**src/flash_seq_cfg.svh**
```systemverilog
// Constants for the flash program and erase sequencer
// Behaviour
// - Wait 10 us program pulse before verify
// - Verify-read the byte after every program pulse
// - At most 25 pulses per byte, else error
// - Programming supply high through pulses and verifies
// - Erase starts by reading; all FFH skips erase
// - Preprogram every byte to 00H before erasing
// - Erase set-up then erase write before verifying
// - Time erase pulse 10 ms before verify
// - Write A0H to start erase verify
// - Each erase verify write carries byte address
// - Wait 6 us after verify command before read
// - Verify from 0000H until end or mismatch
// - Mismatch bumps erase counter, pulses again
// - Erase counter reaching 1000 means erase error
// - Resume verification from last verified address
// - Compare program verify with intended byte
// - Program verify only right after program pulse
// - Write 00H when finished, then lower supply
// - Optional final read-compare pass, not done here
// - Program set-up 40H then address/data write
// - Program verify command C0H ends the pulse
// - Two 20H writes start an erase pulse
`ifndef FLASH_SEQ_CFG_SVH
`define FLASH_SEQ_CFG_SVH

`define CLK_MHZ 20
`define PROG_PULSE_US 10
`define ERASE_PULSE_MS 10
`define SETTLE_US 6
`define VPP_RAMP_US 1
`define PROG_PULSE_CYC ((`PROG_PULSE_US) * (`CLK_MHZ))
`define ERASE_PULSE_CYC ((`ERASE_PULSE_MS) * 1000 * (`CLK_MHZ))
`define SETTLE_CYC ((`SETTLE_US) * (`CLK_MHZ))
`define VPP_RAMP_CYC ((`VPP_RAMP_US) * (`CLK_MHZ))
`define WR_CYC 18'h00003
`define RD_CYC 18'h00006

`define CMD_READ 8'h00
`define CMD_PROG_SETUP 8'h40
`define CMD_PROG_VERIFY 8'hC0
`define CMD_ERASE 8'h20
`define CMD_ERASE_VERIFY 8'hA0
`define ERASED_BYTE 8'hFF
`define ZERO_BYTE 8'h00

`define PROG_MAX_PULSES 10'h019
`define ERASE_MAX_PULSES 10'h3E8
`define FIRST_ADDR 17'h00000
`define LAST_ADDR 17'h1FFFF

`endif

```
**src/flash_seq_pkg.sv**
```systemverilog
// Types shared by the flash sequencer
`default_nettype none
package flash_seq_pkg;
  typedef enum logic [4:0] {
    ST_IDLE = 5'h00,
    ST_SCAN = 5'h01,
    ST_VPP_UP = 5'h03,
    ST_FETCH = 5'h02,
    ST_PSETUP = 5'h06,
    ST_PWRITE = 5'h07,
    ST_PPULSE = 5'h05,
    ST_PVERIFY = 5'h04,
    ST_PSETTLE = 5'h0C,
    ST_PREAD = 5'h0D,
    ST_PCHECK = 5'h0F,
    ST_ESETUP = 5'h0E,
    ST_EWRITE = 5'h0A,
    ST_EPULSE = 5'h0B,
    ST_EVERIFY = 5'h09,
    ST_ESETTLE = 5'h08,
    ST_EREAD = 5'h18,
    ST_ECHECK = 5'h19,
    ST_RDCMD = 5'h1B,
    ST_VPP_DN = 5'h1A,
    ST_FINISH = 5'h1E
  } state_e;

  typedef enum logic [1:0] {
    PH_PROG = 2'h0,
    PH_SCAN = 2'h1,
    PH_PRE = 2'h2,
    PH_ERASE = 2'h3
  } phase_e;

  typedef enum logic [1:0] {
    RES_OK = 2'h0,
    RES_PROG_ERR = 2'h1,
    RES_ERASE_ERR = 2'h2
  } result_e;
endpackage
`default_nettype wire

```
**src/flash_program_erase_algorithm.sv**
```systemverilog
// Host sequencer for closed-loop byte programming and chip erase of a parallel flash
`include "flash_seq_cfg.svh"
`default_nettype none
module flash_program_erase_algorithm #(
  parameter int ERASE_PULSE_CYC = `ERASE_PULSE_CYC
) (
  input wire logic clk,
  input wire logic rst_n,
  input wire logic start_program,
  input wire logic start_erase,
  input wire logic [16:0] prog_base,
  input wire logic [16:0] prog_last,
  input wire logic wr_valid,
  input wire logic [7:0] wr_data,
  output logic wr_ready,
  output logic busy,
  output logic done,
  output logic program_error,
  output logic erase_error,
  output logic [9:0] pulse_counter,
  output logic program_supply_high_level,
  output logic [16:0] mem_addr,
  input wire logic [7:0] mem_dq_i,
  output logic [7:0] mem_dq_o,
  output logic mem_dq_oe,
  output logic mem_we_n,
  output logic mem_oe_n,
  output logic mem_ce_n
);
  flash_seq_pkg::state_e state_q;
  flash_seq_pkg::phase_e phase_q;
  flash_seq_pkg::result_e result_q;
  logic [17:0] t_q;
  logic [16:0] addr_q;
  logic [16:0] end_q;
  logic [7:0] data_q;
  logic [7:0] rd_q;
  logic [9:0] cnt_q;
  logic [7:0] dq_meta_q;
  logic [7:0] dq_sync_q;
  logic buf_valid;
  logic [7:0] buf_data;
  logic buf_pop;
  logic wr_state;
  logic rd_state;
  logic t_zero;

  word_buffer2 u_buf (
    .clk(clk),
    .rst_n(rst_n),
    .in_valid(wr_valid),
    .in_data(wr_data),
    .in_ready(wr_ready),
    .out_valid(buf_valid),
    .out_data(buf_data),
    .out_ready(buf_pop)
  );

  assign buf_pop = (state_q == flash_seq_pkg::ST_FETCH) && (phase_q == flash_seq_pkg::PH_PROG) && buf_valid;
  assign t_zero = (t_q == 18'h00000);
  assign wr_state = (state_q == flash_seq_pkg::ST_PSETUP) || (state_q == flash_seq_pkg::ST_PWRITE) ||
                    (state_q == flash_seq_pkg::ST_PVERIFY) || (state_q == flash_seq_pkg::ST_ESETUP) ||
                    (state_q == flash_seq_pkg::ST_EWRITE) || (state_q == flash_seq_pkg::ST_EVERIFY) ||
                    (state_q == flash_seq_pkg::ST_RDCMD);
  assign rd_state = (state_q == flash_seq_pkg::ST_SCAN) || (state_q == flash_seq_pkg::ST_PREAD) ||
                    (state_q == flash_seq_pkg::ST_EREAD);
  assign busy = (state_q != flash_seq_pkg::ST_IDLE);
  assign pulse_counter = cnt_q;
  assign mem_addr = addr_q;
  assign mem_dq_o = data_q;

  // Data pins cross from the asynchronous memory bus
  always_ff @(posedge clk) begin
    if (!rst_n) begin
      dq_meta_q <= 8'h00;
      dq_sync_q <= 8'h00;
    end else begin
      dq_meta_q <= mem_dq_i;
      dq_sync_q <= dq_meta_q;
    end
  end

  // Bus strobes: write low for two cycles, read enable held until capture
  always_ff @(posedge clk) begin
    if (!rst_n) begin
      mem_we_n <= 1'b1;
      mem_oe_n <= 1'b1;
      mem_dq_oe <= 1'b0;
      mem_ce_n <= 1'b1;
    end else begin
      mem_we_n <= !(wr_state && (t_q > 18'h00001));
      mem_oe_n <= !(rd_state && !t_zero);
      mem_dq_oe <= wr_state;
      mem_ce_n <= !busy;
    end
  end

  // Held status, cleared when a new run starts
  always_ff @(posedge clk) begin
    if (!rst_n) begin
      done <= 1'b0;
      program_error <= 1'b0;
      erase_error <= 1'b0;
    end else if (state_q == flash_seq_pkg::ST_IDLE && (start_program || start_erase)) begin
      done <= 1'b0;
      program_error <= 1'b0;
      erase_error <= 1'b0;
    end else if (state_q == flash_seq_pkg::ST_FINISH) begin
      done <= (result_q == flash_seq_pkg::RES_OK);
      program_error <= (result_q == flash_seq_pkg::RES_PROG_ERR);
      erase_error <= (result_q == flash_seq_pkg::RES_ERASE_ERR);
    end
  end

  // Programming supply request
  always_ff @(posedge clk) begin
    if (!rst_n) begin
      program_supply_high_level <= 1'b0;
    end else if (state_q == flash_seq_pkg::ST_VPP_UP) begin
      program_supply_high_level <= 1'b1;
    end else if (state_q == flash_seq_pkg::ST_VPP_DN) begin
      program_supply_high_level <= 1'b0;
    end
  end

  // Sequencer
  always_ff @(posedge clk) begin
    if (!rst_n) begin
      state_q <= flash_seq_pkg::ST_IDLE;
      phase_q <= flash_seq_pkg::PH_PROG;
      result_q <= flash_seq_pkg::RES_OK;
      t_q <= 18'h00000;
      addr_q <= `FIRST_ADDR;
      end_q <= `FIRST_ADDR;
      data_q <= `CMD_READ;
      rd_q <= 8'h00;
      cnt_q <= 10'h000;
    end else begin
      if (!t_zero) begin
        t_q <= t_q - 18'h00001;
      end
      case (state_q)
        flash_seq_pkg::ST_IDLE: begin
          if (start_program) begin
            phase_q <= flash_seq_pkg::PH_PROG;
            addr_q <= prog_base;
            end_q <= prog_last;
            t_q <= 18'(`VPP_RAMP_CYC);
            state_q <= flash_seq_pkg::ST_VPP_UP;
          end else if (start_erase) begin
            phase_q <= flash_seq_pkg::PH_SCAN;
            addr_q <= `FIRST_ADDR;
            end_q <= `LAST_ADDR;
            t_q <= `RD_CYC;
            state_q <= flash_seq_pkg::ST_SCAN;
          end
        end
        flash_seq_pkg::ST_SCAN: begin
          if (t_zero) begin
            if (dq_sync_q != `ERASED_BYTE) begin
              phase_q <= flash_seq_pkg::PH_PRE;
              addr_q <= `FIRST_ADDR;
              t_q <= 18'(`VPP_RAMP_CYC);
              state_q <= flash_seq_pkg::ST_VPP_UP;
            end else if (addr_q == end_q) begin
              result_q <= flash_seq_pkg::RES_OK;
              state_q <= flash_seq_pkg::ST_FINISH;
            end else begin
              addr_q <= addr_q + 17'h00001;
              t_q <= `RD_CYC;
            end
          end
        end
        flash_seq_pkg::ST_VPP_UP: begin
          if (t_zero) begin
            state_q <= flash_seq_pkg::ST_FETCH;
          end
        end
        flash_seq_pkg::ST_FETCH: begin
          if (phase_q == flash_seq_pkg::PH_PRE || buf_valid) begin
            cnt_q <= 10'h000;
            data_q <= `CMD_PROG_SETUP;
            rd_q <= (phase_q == flash_seq_pkg::PH_PRE) ? `ZERO_BYTE : buf_data;
            t_q <= `WR_CYC;
            state_q <= flash_seq_pkg::ST_PSETUP;
          end
        end
        flash_seq_pkg::ST_PSETUP: begin
          if (t_zero) begin
            data_q <= rd_q;
            t_q <= `WR_CYC;
            state_q <= flash_seq_pkg::ST_PWRITE;
          end
        end
        flash_seq_pkg::ST_PWRITE: begin
          if (t_zero) begin
            t_q <= 18'(`PROG_PULSE_CYC);
            state_q <= flash_seq_pkg::ST_PPULSE;
          end
        end
        flash_seq_pkg::ST_PPULSE: begin
          if (t_zero) begin
            data_q <= `CMD_PROG_VERIFY;
            t_q <= `WR_CYC;
            state_q <= flash_seq_pkg::ST_PVERIFY;
          end
        end
        flash_seq_pkg::ST_PVERIFY: begin
          if (t_zero) begin
            data_q <= rd_q;
            t_q <= 18'(`SETTLE_CYC);
            state_q <= flash_seq_pkg::ST_PSETTLE;
          end
        end
        flash_seq_pkg::ST_PSETTLE: begin
          if (t_zero) begin
            t_q <= `RD_CYC;
            state_q <= flash_seq_pkg::ST_PREAD;
          end
        end
        flash_seq_pkg::ST_PREAD: begin
          if (t_zero) begin
            state_q <= flash_seq_pkg::ST_PCHECK;
          end
        end
        flash_seq_pkg::ST_PCHECK: begin
          if (dq_sync_q == data_q) begin
            if (addr_q != end_q) begin
              addr_q <= addr_q + 17'h00001;
              state_q <= flash_seq_pkg::ST_FETCH;
            end else if (phase_q == flash_seq_pkg::PH_PRE) begin
              phase_q <= flash_seq_pkg::PH_ERASE;
              addr_q <= `FIRST_ADDR;
              cnt_q <= 10'h000;
              data_q <= `CMD_ERASE;
              t_q <= `WR_CYC;
              state_q <= flash_seq_pkg::ST_ESETUP;
            end else begin
              result_q <= flash_seq_pkg::RES_OK;
              data_q <= `CMD_READ;
              t_q <= `WR_CYC;
              state_q <= flash_seq_pkg::ST_RDCMD;
            end
          end else if (cnt_q + 10'h001 == `PROG_MAX_PULSES) begin
            cnt_q <= cnt_q + 10'h001;
            result_q <= flash_seq_pkg::RES_PROG_ERR;
            data_q <= `CMD_READ;
            t_q <= `WR_CYC;
            state_q <= flash_seq_pkg::ST_RDCMD;
          end else begin
            cnt_q <= cnt_q + 10'h001;
            data_q <= `CMD_PROG_SETUP;
            rd_q <= data_q;
            t_q <= `WR_CYC;
            state_q <= flash_seq_pkg::ST_PSETUP;
          end
        end
        flash_seq_pkg::ST_ESETUP: begin
          if (t_zero) begin
            t_q <= `WR_CYC;
            state_q <= flash_seq_pkg::ST_EWRITE;
          end
        end
        flash_seq_pkg::ST_EWRITE: begin
          if (t_zero) begin
            t_q <= 18'(ERASE_PULSE_CYC);
            state_q <= flash_seq_pkg::ST_EPULSE;
          end
        end
        flash_seq_pkg::ST_EPULSE: begin
          if (t_zero) begin
            data_q <= `CMD_ERASE_VERIFY;
            t_q <= `WR_CYC;
            state_q <= flash_seq_pkg::ST_EVERIFY;
          end
        end
        flash_seq_pkg::ST_EVERIFY: begin
          if (t_zero) begin
            t_q <= 18'(`SETTLE_CYC);
            state_q <= flash_seq_pkg::ST_ESETTLE;
          end
        end
        flash_seq_pkg::ST_ESETTLE: begin
          if (t_zero) begin
            t_q <= `RD_CYC;
            state_q <= flash_seq_pkg::ST_EREAD;
          end
        end
        flash_seq_pkg::ST_EREAD: begin
          if (t_zero) begin
            state_q <= flash_seq_pkg::ST_ECHECK;
          end
        end
        flash_seq_pkg::ST_ECHECK: begin
          if (dq_sync_q == `ERASED_BYTE) begin
            if (addr_q == end_q) begin
              result_q <= flash_seq_pkg::RES_OK;
              data_q <= `CMD_READ;
              t_q <= `WR_CYC;
              state_q <= flash_seq_pkg::ST_RDCMD;
            end else begin
              addr_q <= addr_q + 17'h00001;
              data_q <= `CMD_ERASE_VERIFY;
              t_q <= `WR_CYC;
              state_q <= flash_seq_pkg::ST_EVERIFY;
            end
          end else if (cnt_q + 10'h001 == `ERASE_MAX_PULSES) begin
            cnt_q <= cnt_q + 10'h001;
            result_q <= flash_seq_pkg::RES_ERASE_ERR;
            data_q <= `CMD_READ;
            t_q <= `WR_CYC;
            state_q <= flash_seq_pkg::ST_RDCMD;
          end else begin
            cnt_q <= cnt_q + 10'h001;
            data_q <= `CMD_ERASE;
            t_q <= `WR_CYC;
            state_q <= flash_seq_pkg::ST_ESETUP;
          end
        end
        flash_seq_pkg::ST_RDCMD: begin
          if (t_zero) begin
            t_q <= 18'(`VPP_RAMP_CYC);
            state_q <= flash_seq_pkg::ST_VPP_DN;
          end
        end
        flash_seq_pkg::ST_VPP_DN: begin
          if (t_zero) begin
            state_q <= flash_seq_pkg::ST_FINISH;
          end
        end
        flash_seq_pkg::ST_FINISH: begin
          state_q <= flash_seq_pkg::ST_IDLE;
        end
        default: begin
          state_q <= flash_seq_pkg::ST_IDLE;
        end
      endcase
    end
  end
endmodule
`default_nettype wire

```
**src/word_buffer2.sv**
```systemverilog
// Two-entry byte buffer with valid/ready on both sides
`default_nettype none
module word_buffer2 (
  input wire logic clk,
  input wire logic rst_n,
  input wire logic in_valid,
  input wire logic [7:0] in_data,
  output logic in_ready,
  output logic out_valid,
  output logic [7:0] out_data,
  input wire logic out_ready
);
  logic [7:0] mem_q [2];
  logic wr_ptr_q;
  logic rd_ptr_q;
  logic [1:0] count_q;
  logic push;
  logic pop;

  assign in_ready = (count_q != 2'h2);
  assign out_valid = (count_q != 2'h0);
  assign out_data = mem_q[rd_ptr_q];
  assign push = in_valid && in_ready;
  assign pop = out_valid && out_ready;

  always_ff @(posedge clk) begin
    if (push) begin
      mem_q[wr_ptr_q] <= in_data;
    end
  end

  always_ff @(posedge clk) begin
    if (!rst_n) begin
      wr_ptr_q <= 1'b0;
      rd_ptr_q <= 1'b0;
      count_q <= 2'h0;
    end else begin
      if (push) begin
        wr_ptr_q <= ~wr_ptr_q;
      end
      if (pop) begin
        rd_ptr_q <= ~rd_ptr_q;
      end
      if (push && !pop) begin
        count_q <= count_q + 2'h1;
      end else if (pop && !push) begin
        count_q <= count_q - 2'h1;
      end
    end
  end
endmodule
`default_nettype wire
```
**config.mk**
```make
export PLATFORM = sky130hd
export DESIGN_NAME = flash_program_erase_algorithm
export DESIGN_NICKNAME = d
export VERILOG_FILES = /design/src/flash_seq_pkg.sv /design/src/flash_program_erase_algorithm.sv /design/src/word_buffer2.sv
export VERILOG_INCLUDE_DIRS = /design/src
export SDC_FILE = /design/constraint.sdc
export NUM_CORES = 1
export LEC_CHECK = 0
export BUFFER_PORTS_ARGS = -buffer_cell sky130_fd_sc_hd__buf_2
export CAP_MARGIN = 20
export CORE_UTILIZATION = 45
export DETAILED_ROUTE_END_ITERATION = 16
export PLACE_DENSITY = 0.77
export REMOVE_ABC_BUFFERS = 1
export SYNTH_ARGS = -nofsm -noshare
export SYNTH_HDL_FRONTEND = slang
export SYNTH_SLANG_ARGS = --single-unit
export TNS_END_PERCENT = 100
```
**constraint.sdc**
```tcl
create_clock -name clk -period 3.3 [get_ports clk]
set_clock_uncertainty 0.1 [all_clocks]
set_input_delay 0.165 -clock clk [delete_from_list [all_inputs] [get_ports clk]]
set_output_delay 0.165 -clock clk [all_outputs]
set_load 0.005 [all_outputs]
```
## After elaboration in Yosys (flattened, before gate mapping)

Memory sizes are Yosys's and may differ from the RTL's. A register that Yosys moved wholly into a read port is not among the register bits.
Index checks and enable logic that the tools add are counted.

- Register bits after elaboration: 115
- Memory bits (writable): 16
- Bits of input ports: 55
- Output and inout port bits: 45
- Logic and storage cells: 257
- Memories kept: 1

Memory list:

| memory | depth | bits a word | rd ports | clocked after memory_dff | write ports | line | source |
|---|---|---|---|---|---|---|---|
| u_buf.mem_q | 2 | 8 | 1 | 1 | 1 | word_buffer2.sv:13 | `logic [7:0] mem_q [2];` |

- Add/subtract/negate cells: 5
- Order comparisons: 1
- Eq/ne operators: 66
- Multiplexer cells: 106
- Bitwise logic cells: 3
- Reduce and logical (&&, ||, !) cells: 53

Operators with widths:

| cell | count |
|---|---|
| two-way mux 18 bit | 15 |
| one-hot mux 18 bit (11 select lines) | 1 |
| two-way mux 17 bit | 11 |
| two-way mux 5 bit | 28 |
| one-hot mux 5 bit (20 select lines) | 1 |
| two-way mux 8 bit | 12 |
| one-hot mux 17 bit (4 select lines) | 1 |
| two-way mux 10 bit | 5 |
| != test 2 bit (second input constant) | 25 |
| one-hot mux 8 bit (6 select lines) | 1 |
| == test 5 x 4 -> 1 bit (second input constant) | 8 |
| two-way mux 2 bit | 18 |
| one-hot mux 10 bit (3 select lines) | 1 |
| == test 5 bit (second input constant) | 5 |
| != test 3 bit (second input constant) | 7 |
| == test 5 x 3 -> 1 bit (second input constant) | 4 |
| AND reduction 19 bit | 1 |
| greater-than comparator 18 x 1 -> 1 bit (second input constant) | 1 |
| zero test 18 bit | 1 |
| subtractor 18 x 1 -> 18 bit (second input constant) | 1 |
| adder 17 x 1 -> 17 bit (second input constant) | 1 |
| == test 17 bit | 1 |
| != test 17 bit | 1 |
| one-hot mux 8 bit (2 select lines) | 1 |
| other kinds (36) | 83 |

## Depth between registers and ports, before layout

Gate-level depths: netlist (run 1).

- Depth after elaboration: 9
- Mapped depth: 12
- Mapped depth without buffers: 10

## Hierarchy

From an unflattened synthesis (run 1), not the netlist that was laid out.

- Cells, all modules: 977
- Area, all modules: 7896.3 um2

By module, submodules not included:

| module | times used | cells an instance | area an instance (um2) | sequential area each (um2) |
|---|---|---|---|---|
| flash_program_erase_algorithm | 1 | 927 | 7086.8 | 2222.1 |
| word_buffer2 | 1 | 50 | 809.5 | 580.6 |

## Worst setup path after synthesis (run 1)

No wires, ideal clock.

- Path type: register to register
- Start point: register state_q[1]
- End point: register u_buf.count_q[1]
- Library setup time: 71 ps
- Data arrival time: 2325 ps
- Required time: 3129 ps
- Path slack: 805 ps
- Cell stages (with the launch flop): 9
- Buffers on the path: 2
- Period minus slack after synthesis: 2495 ps
- Path through: dfxtp_1 buf_2 buf_2 nor2b_1 nand2_1 or4_1 ha_1 or3_1 a21oi_1

- Word-level cells in the longest chain between the ends: 7

RTL lines:

| what | line | source |
|---|---|---|
| from (decl) | flash_program_erase_algorithm.sv:30 | `flash_seq_pkg::state_e state_q;` |
| from (signal assigned) | flash_program_erase_algorithm.sv:129 | `state_q <= flash_seq_pkg::ST_IDLE;` |
| from (signal assigned) | flash_program_erase_algorithm.sv:149 | `state_q <= flash_seq_pkg::ST_VPP_UP;` |
| from (signal assigned) | flash_program_erase_algorithm.sv:155 | `state_q <= flash_seq_pkg::ST_SCAN;` |
| == test 5 x 2 -> 1 bit * | flash_program_erase_algorithm.sv:59 | `assign buf_pop = (state_q == flash_seq_pkg::ST_FETCH) && (phase_q == flash_seq_pkg::PH_PROG) && buf_valid;` |
| logical AND 1 bit * (2 in series) | flash_program_erase_algorithm.sv:59 |  |
| logical AND 1 bit * | word_buffer2.sv:24 | `assign pop = out_valid && out_ready;` |
| zero test 1 bit | word_buffer2.sv:44 | `if (push && !pop) begin` |
| logical AND 1 bit | word_buffer2.sv:44 |  |
| two-way mux 2 bit / nonzero test 2 bit (equally long branches) | n/a |  |
| to (signal assigned) | word_buffer2.sv:45 | `count_q <= count_q + 2'h1;` |
| to (signal assigned) | word_buffer2.sv:47 | `count_q <= count_q - 2'h1;` |
| to (decl) | word_buffer2.sv:16 | `logic [1:0] count_q;` |

Every way passes the cells marked *; elsewhere a longest branch is shown, timed or not.
A chain may end at the register's enable or synchronous reset.

## Worst setup path in the final report (run 1)

- Start point: register state_q[3]
- End point: register u_buf.count_q[1]

Same word-level chain as after synthesis.

==> flow_summary.toml, run 1 <==
[floorplanning]
die_x_um = 133
die-area_um2 = 17700
die_h_um = 133
io_pins = 100
std_cell_rows = 47
core_um2 = 16700
initial_core_util_pct = 46.3

[cells_and_area]
fill_cells = 1507
drive_above_1_share_pct = 17.4
syn2layout_area_growth_pct = 23.3
final_cells = 1333
n_antenna_cell = 0
nets = 1165

[routing]
vias = 8111
detail_route.wirelength_um = 24800
ant_nets = 0
remaining_drc_errors = 0
viasPerCell = 6.08
drt_iter0_markers = 685
wl_per_cell_um = 18.6
first_pass_iters = 8

[placed_design]
dp_hpwl_um = 16900
place_ws_ns = 0.457
io_buffers = 99
gp_congestion = 1.02
dp.cells = 1263

[critical_path]
cp-start-kind = "flop"
reg2reg_depth = 6
r2r_slack_ns = 0.39
crit_arrival_ns = 3.16
crit_path_end_kind = "flop"
crit_fanout = 20
cp.required_ns = 3.55
worstReg2RegStart = "state_q[3]"
r2r-end = "u_buf.count_q[1]"
crit_type = "flop to flop"

[timing]
tns_ns = 0
holdWs_ns = 0.0199
worstMarginPinSlew_ns = 0.947
rsz0062_at_grt = "false"
fmax_ghz = 0.344
min_period_ns = 2.91
slew_headroom_pct = 36.3
finalSetupViolCount = 0
finalCritPeriodShare_pct = 88.1
drv_slew = 0
fin_ws_ns = 0.393
final-hold-violation-count = 0

[hold_path]
hold_depth = 4
whs_endpoint = "mem_addr[11]"
min_from = "prog_base[11]"
min_path_type = "primary input to flop"

[power]
pwr_density_cell_nw_per_um2 = 878
comb_power_share_pct = 48.7
clkPwrFrac_pct = 23.5
power.total_w = 0.00837
p_seq_share_pct = 27.8
ir_drop_v = 0.000565
switchingPower_w = 0.00363
p_sw_share_pct = 43.4
p_leak_nw = 3.68
intPower_w = 0.00474

[logic_synthesis]
synth_most_common_cell = "dfxtp_1"
seq_area_frac_synth_pct = 36.2
synth_edf_count = 16
ys_warn_count = 0
synth_cell_types = 83
synth-seq-cells = 132
async_flop_share_pct = 0
netlist.area_leader.share_pct = 30.0
synth_cells = 968
syn-cell-area_um2 = 7730
yosys-top-cells-count = "dfxtp_1 (116), nor2_1 (110), nand2_1 (83)"
synth_ff_type = "dfxtp_1"
synth_area_per_cell_um2 = 7.99
synth_area_leaders = "dfxtp_1 (30%), edfxtp_1 (6.2%), nor2_1 (5.3%)"
synth_area_leader_cell = "dfxtp_1"

[cts]
clkSinkCount = 132
cts_root_buf = "clkbuf_16"
postCtsSetupBuffers = 0
cts_buffers = 17
cts_tree = "done"
cts_max_level = 4
clk_pin_slew_ns = 0.06
clockBufferDepth = 2
clk_latency_ns = 0.43

[global_route]
antenna_found_initial = 0
grt_max_degree = 57
grt_use_total_pct = 28.4
grt_pass1_wl_um = 40000
grt_pass1_vias = 7606
gr-total-overflow = 0

[run]
max_cap_viol_count = 0

[outcome]
status = "complete, no violations"
final cells by class:
class,count,area (um2),share of cell area [%]
Clock buffer,19,433,4.54
Clock inverter,13,173,1.81
Inverter,20,75.1,0.787
Multi-Input combinational cell,751,4590,48.2
Sequential cell,132,2800,29.4
Tap cell,220,275,2.89
Timing Repair Buffer,178,1180,12.4
cells by family (layout without fill, tap and decap cells):
group / count (synthesis) / after routing / synth area share [%]
flip-flops: 132 / 132 / 36.2
multiplexers: 14 / 14 / 1.83
XOR/XNOR: 46 / 46 / 5.21
AO/OA/AOI/OAI: 292 / 292 / 24.9
buffers and inverters: 85 / 230 / 4.50
AND/OR/NAND/NOR: 389 / 389 / 25.7
adder cells (fa/ha/maj): 10 / 10 / 1.62
worst max-delay path by stage:
stage / slack (ns) / start / end / cells past startpoint
6_report: 0.39 / state_q[3] / u_buf.count_q[1] / 6
5_1_grt: 0.15 / pulse_counter[1] / rd_q[5] / 8
4_1_cts: 0.36 / pulse_counter[1] / rd_q[6] / 8
3_5_place_dp: 0.46 / state_q[3] / u_buf.count_q[1] / 6
3_3_place_gp: 0.52 / t_q[5] / t_q[12] / 9
2_1_floorplan: -0.14 / state_q[0] / mem_dq_o[6] / 6
stage by stage:
step	util, %	instance area, um2
after CTS	57.0	9530
final	57.1	9530
after detailed placement	51.1	8540
after floorplan	-	7460
after global placement	51.1	8540
after global routing	57.1	9530
layer usage:
metal / global-route usage, % / share of wire [%] / up-vias
met5: 0 / 0 / -
met4: 12.2 / 3.0 / 0
met3: 5.75 / 9.0 / 62
met2: 45.4 / 46 / 465
met1: 37.2 / 42 / 3766
li1: - / - / 3818
worst max-delay path, cell delays in order (launching register included):
cell,delay [ns]
dfxtp_1,0.52
nor3_1,0.53
nand2_1,0.20
or4_1,0.57
ha_1,0.36
or3_1,0.39
a21oi_1,0.15
cells in the final DEF (no fill, tap or decap), types with 13 or more instances in the layout:
cell and instances:
o21ai_0 61, a211oi_1 23, nor2b_1 15, mux2i_1 13
nand3_1 32, nand4_1 13, xor2_1 17, nor2_1 110
xnor2_1 29, dlygate4sd3_1 38, dfxtp_1 116, a21oi_1 71
buf_4 41, inv_1 15, edfxtp_1 16, and3_1 15
nor3_1 33, o22ai_1 29, clkbuf_16 17, nand2_1 83
a31oi_1 13, buf_2 99, and2_1 23
power by group through the flow:
stage	Clock (W)	Combinational [W]	Sequential, W
2_1_floorplan	0	0.00256	0.00237
3_3_place_gp	0	0.00385	0.00233
3_5_place_dp	0	0.00389	0.00234
4_1_cts	0.00199	0.00395	0.00231
5_1_grt	0.00207	0.00441	0.00236
6_report	0.00197	0.00407	0.00232
sequential cells by signal, indices dropped and copies added (netlist names), 2 cells and up, named ones only:
register       flops
dq_meta_q          8
pulse_counter     10
mem_addr          17
end_q             17
mem_dq_o           8
u_buf.mem_q       16
u_buf.count_q      2
result_q           2
dq_sync_q          8
t_q               18
phase_q            2
state_q            5
rd_q               8
timing repair:
item                       4_1_cts  5_1_grt
resized for setup                0        1
hold endpoints to repair        46        0
setup endpoints to repair        0        1
hold buffers                    38        0
Power figures use the tool's default switching activity.
==> run 2: changes to the inputs <==
- ABC_AREA: default -> 1
- CORE_MARGIN: default -> 2
==> flow_summary.toml, run 2 <==
[critical_path]
cp-start-kind = "flop"
r2r_slack_ns = 0.53
path_depth = 12
crit_type = "flop to flop"
critPathMaxStageDelay_ns = 0.33
crit_arrival_ns = 3.00
crit_path_end_kind = "flop"
r2r-end = "mem_addr[12]"
reg2reg_depth = 12
crit_family = "simple AND/OR/NAND/NOR gates"
cp.required_ns = 3.53
crit_buf_inv = 1
crit_top_cell = "nand2_2"
worstReg2RegStart = "t_q[0]"
crit_fanout = 28
slowest_stage = "dfxtp_1"
worstPathCellList = "inv_1 > ha_1 > nand3_4 > nor2_4 > nand4_4 > nand2_2 > nand2_2 > nor3_4 > nand2_4 > nor2_1 > o21ai_0 > and2_1"

[logic_synthesis]
synth_most_common_cell = "nand2_1"
synth_area_leaders = "dfxtp_1 (29%), nand2_1 (14%), nor2_1 (7.8%)"
synth_cell_types = 55
ys_warn_count = 0
synth_area_per_cell_um2 = 6.66
seq_area_frac_synth_pct = 35.5
synth_cells = 1184
synth_area_leader_cell = "dfxtp_1"
synth_ff_type = "dfxtp_1"
syn-cell-area_um2 = 7890
yosys-top-cells-count = "nand2_1 (292), nor2_1 (163), inv_1 (128)"
async_flop_share_pct = 0
synth-seq-cells = 132
synth_edf_count = 16
netlist.area_leader.share_pct = 29.4

[global_route]
gr-total-overflow = 0
grt_pass1_vias = 7545
antenna_found_initial = 0
grt_max_degree = 45
grt_pass1_wl_um = 36500
grt_use_total_pct = 24.7

[routing]
first_pass_iters = 5
remaining_drc_errors = 0
detail_route.wirelength_um = 22400
vias = 8174
ant_nets = 0
drt_iter0_markers = 682
wl_per_cell_um = 14.5
viasPerCell = 5.27

[hold_path]
min_from = "prog_base[6]"
whs_endpoint = "mem_addr[6]"
min_path_type = "primary input to flop"
hold_depth = 5

[placed_design]
dp_hpwl_um = 16300
gp_congestion = 0.970
io_buffers = 99

[floorplanning]
die-area_um2 = 18600
die_x_um = 136
std_cell_rows = 48
initial_core_util_pct = 45.8
io_pins = 100
die_h_um = 136
core_um2 = 17200

[cells_and_area]
n_antenna_cell = 0
layout_common_cells = "nand2_1 (292), nor2_1 (163), inv_1 (128), dfxtp_1 (116), buf_2 (99)"
largest_reg_flops = 18
drive_above_1_share_pct = 16.2
layout_commonest_cell = "nand2_1"
nets = 1378
syn2layout_area_growth_pct = 20.4
largest-register = "t_q"

[cts]
cts_root_buf = "clkbuf_16"
clkSinkCount = 132
cts_max_level = 4
cts_buffers = 17
clockBufferDepth = 2
clk_latency_ns = 0.43
ctsResizeCount = 0
cts_tree = "done"
clk_pin_slew_ns = 0.06

[timing]
worstMarginPinSlew_ns = 0.881
min_period_ns = 2.77
final-hold-violation-count = 0
slew_headroom_pct = 41.3
rsz0062_at_grt = "false"
tns_ns = 0
fmax_ghz = 0.361
drv_slew = 0
finalSetupViolCount = 0
finalCritPeriodShare_pct = 83.9

[outcome]
status = "complete, no violations"

[power]
power.total_w = 0.00773
ir_drop_v = 0.000533
pwr_density_cell_nw_per_um2 = 815
p_leak_nw = 4.43

[run]
max_cap_viol_count = 0
-- run 2: changes by cell type in the layout (fill, tap and decap cells not counted), sizes merged, moves of 14 or more --
cell / delta
nand3: +56
and2: -23
and3: -14
nor2: +68
xnor2: -17
o22ai: -27
buf: -33
nand2: +219
inv: +135
a211oi: -22
nor2b: -15
-- run 2: layer usage --
metal,GRT usage (%),part of all wire (%)
met1,32.9,46
met2,39.8,45
met3,4.40,6.0
met4,9.38,2.6
met5,0,0
-- run 2: logic make-up (layout without fill, tap and decap cells) --
logic type      Yosys count  count (layout)  share of synthesized area (%)
compound gates          199             199                           14.9
simple gates            631             631                           35.5
buf+inv                 181             323                           9.00
flops                   132             132                           35.5
fa+ha+maj                10              10                           1.59
xor+xnor                 31              31                           3.44
-- run 2: timing repair --
action / in CTS / in global routing
setup buffers: 0 / 0
hold buffers: 33 / 0
hold endpoints to repair: 41 / 0
-- run 2: area by class of cell --
class / count / area, um2
clock buffer: 17 / 425
sequential: 132 / 2800
clock inverter: 15 / 156
multi-input combinational: 871 / 4370
tap: 225 / 282
timing repair buffer: 140 / 886
inverter: 151 / 567
fill: 1639 / 7740
-- run 2: per-stage QoR --
stage | util (%) | cell area (um2) | hold WS (ns) | cells | setup WS, ns
floorplan | - | 7740 | 0.135 | 1154 | 0.980
global placement | 49.8 | 8580 | 0.246 | 1486 | 0.667
detailed placement | 49.8 | 8580 | 0.248 | 1486 | 0.559
CTS | 55.1 | 9490 | 0.00890 | 1551 | 0.542
global route | 55.1 | 9490 | 0.0336 | 1551 | 0.304
finish | 55.1 | 9490 | 0.0153 | 1551 | 0.531
-- run 2: worst min-delay path: stages --
cell,delay (ns)
buf_2,0.09
nand2_1,0.05
nor2_1,0.04
nor2_1,0.09
a21oi_1,0.07
-- run 2: power breakdown --
group,switching (W),total (W),internal (W)
clock,0.000812,0.00188,0.00107
combinational,0.00229,0.00353,0.00123
sequential,0.000333,0.00232,0.00199
total,0.00344,0.00773,0.00429
-- run 2: how the worst max path moves through the flow --
stage / to / slack [ns] / start
finish: mem_addr[12] / 0.53 / t_q[0]
global route: mem_addr[12] / 0.30 / t_q[0]
CTS: mem_addr[12] / 0.54 / t_q[0]
detailed placement: mem_addr[12] / 0.56 / t_q[0]
global placement: mem_addr[12] / 0.67 / t_q[0]
floorplan: mem_addr[12] / 0.98 / t_q[0]
==> run 3: changes to the inputs <==
- PLACE_DENSITY: 0.77 -> 0.79
- clock period: 3.3 -> 2.5 ns (I/O delays scaled with it)
==> flow_summary.toml, run 3 (synthesized netlist as in run 2, its figures left out) <==
[outcome]
status = "complete, no violations"

[timing]
min_period_ns = 2.34
worstMarginPinSlew_ns = 0.725
finalCritPeriodShare_pct = 93.5
rsz0062_at_grt = "false"
slew_headroom_pct = 51.5
finalSetupViolCount = 0
final-hold-violation-count = 0
fmax_ghz = 0.428
drv_slew = 0
tns_ns = 0

[floorplanning]
io_pins = 100
die_x_um = 136
initial_core_util_pct = 45.8
die_h_um = 136
std_cell_rows = 48
core_um2 = 17200
die-area_um2 = 18600

[power]
p_sw_share_pct = 43.5
switchingPower_w = 0.00472
ir_drop_v = 0.000759
clkPwrFrac_pct = 23.2
intPower_w = 0.00612
p_leak_nw = 4.71
comb_power_share_pct = 49.2
pwr_density_cell_nw_per_um2 = 1080
p_seq_share_pct = 27.7

[critical_path]
crit_type = "flop to flop"
crit_path_end_kind = "flop"
cp-start-kind = "flop"
cp.required_ns = 2.71
critPathMaxStageDelay_ns = 0.32
crit_family = "simple AND/OR/NAND/NOR gates"
crit_top_cell = "nand2_2"
slowest_stage = "dfxtp_1"
crit_fanout = 6
crit_buf_inv = 3
worstPathCellList = "inv_1 > ha_4 > nand3_4 > nor2_4 > nand4_4 > nand2_2 > nand2_2 > nor3_4 > buf_12 > buf_4 > nand3_1 > o21a_1"
crit_arrival_ns = 2.54

[global_route]
grt_max_degree = 67
grt_pass1_vias = 7890
antenna_found_initial = 0
gr-total-overflow = 0
grt_pass1_wl_um = 38500
grt_use_total_pct = 26.3

[cells_and_area]
final_cells = 1605
largest-register = "t_q"
largest_reg_flops = 18
syn2layout_area_growth_pct = 26.8
fin_util_pct = 58.0
stdcell_area_um2 = 10000
layout_commonest_cell = "nand2_1"
drive_above_1_share_pct = 19.9
layout_common_cells = "nand2_1 (291), nor2_1 (161), inv_1 (127), dfxtp_1 (114), buf_2 (99)"
fill_cells = 1582
n_antenna_cell = 0
nets = 1432

[routing]
ant_nets = 0
detail_route.wirelength_um = 24000
first_pass_iters = 6
wl_per_cell_um = 15.0
viasPerCell = 5.25
remaining_drc_errors = 0
drt_iter0_markers = 697
vias = 8430

[cts]
clk_latency_ns = 0.43
cts_root_buf = "clkbuf_16"
cts_max_level = 4
clockBufferDepth = 2
cts_buffers = 17
clk_pin_slew_ns = 0.06
clkSinkCount = 132
cts_tree = "done"

[placed_design]
dp_hpwl_um = 17500
dpl_cell_area_um2 = 8910
gp_congestion = 0.995
dp.cells = 1530
io_buffers = 99

[run]
max_cap_viol_count = 0

[hold_path]
min_path_type = "primary input to flop"
run 3: path summary, 6_finish.rpt:
kind | startpoint | to | depth (start not counted) | slack (ns)
worst min-delay path | prog_base[11] | mem_addr[11] | 5 | 0.01
worst max register to register | t_q[0] | mem_addr[16] | 12 | 0.16
worst min register to register | dq_meta_q[4] | dq_sync_q[4] | 2 | 0.31
worst max-delay path | t_q[0] | mem_addr[16] | 12 | 0.16
run 3: power by group through the flow:
stage | combinational, W | clock, W | sequential [W]
2_1_floorplan | 0.00339 | 0 | 0.00299
3_3_place_gp | 0.00488 | 0 | 0.00301
3_5_place_dp | 0.00493 | 0 | 0.00302
4_1_cts | 0.00502 | 0.00253 | 0.00299
5_1_grt | 0.00592 | 0.00263 | 0.00305
6_report | 0.00533 | 0.00251 | 0.00300
run 3: routing by layer:
metal	GRT usage [%]	up-vias	part of all wire [%]
li1	-	4221	-
met1	34.5	3858	46
met2	43.3	314	46
met3	5.74	37	6.3
met4	7.75	0	1.9
met5	0	-	0
run 3: tightest hold or removal path, cell delays in order:
cell	delay [ns]
buf_2	0.10
nand2_1	0.06
nor2_1	0.04
nor2_1	0.10
a21oi_1	0.07
run 3: metrics by stage:
| step | total power [W] | hold slack [ns] | setup WS [ns] |
|---|---|---|---|
| after detailed placement | 0.00796 | 0.208 | 0.0581 |
| after floorplan | 0.00639 | 0.0950 | 0.180 |
| final | 0.0108 | 0.0117 | 0.163 |
| after global routing | 0.0116 | 0.0155 | 0.0105 |
| after global placement | 0.00789 | 0.205 | 0.161 |
| after CTS | 0.0105 | 0.000335 | 0.0385 |
run 3: layout make-up:
cell class                      count  area (um2)  area share (%)
Inverter                          151         567            5.67
Sequential cell                   132        2810            28.0
Clock inverter                     13         138            1.38
Clock buffer                       19         454            4.54
Tap cell                          225         282            2.81
Timing Repair Buffer              193        1310            13.1
Multi-Input combinational cell    872        4450            44.5
run 3: what timing repair did:
action	4_1_cts	5_1_grt
resized for setup	0	16
endpoints found under the hold margin	46	0
hold buffers	38	0
buffers inserted	0	4
setup endpoints to repair	0	47
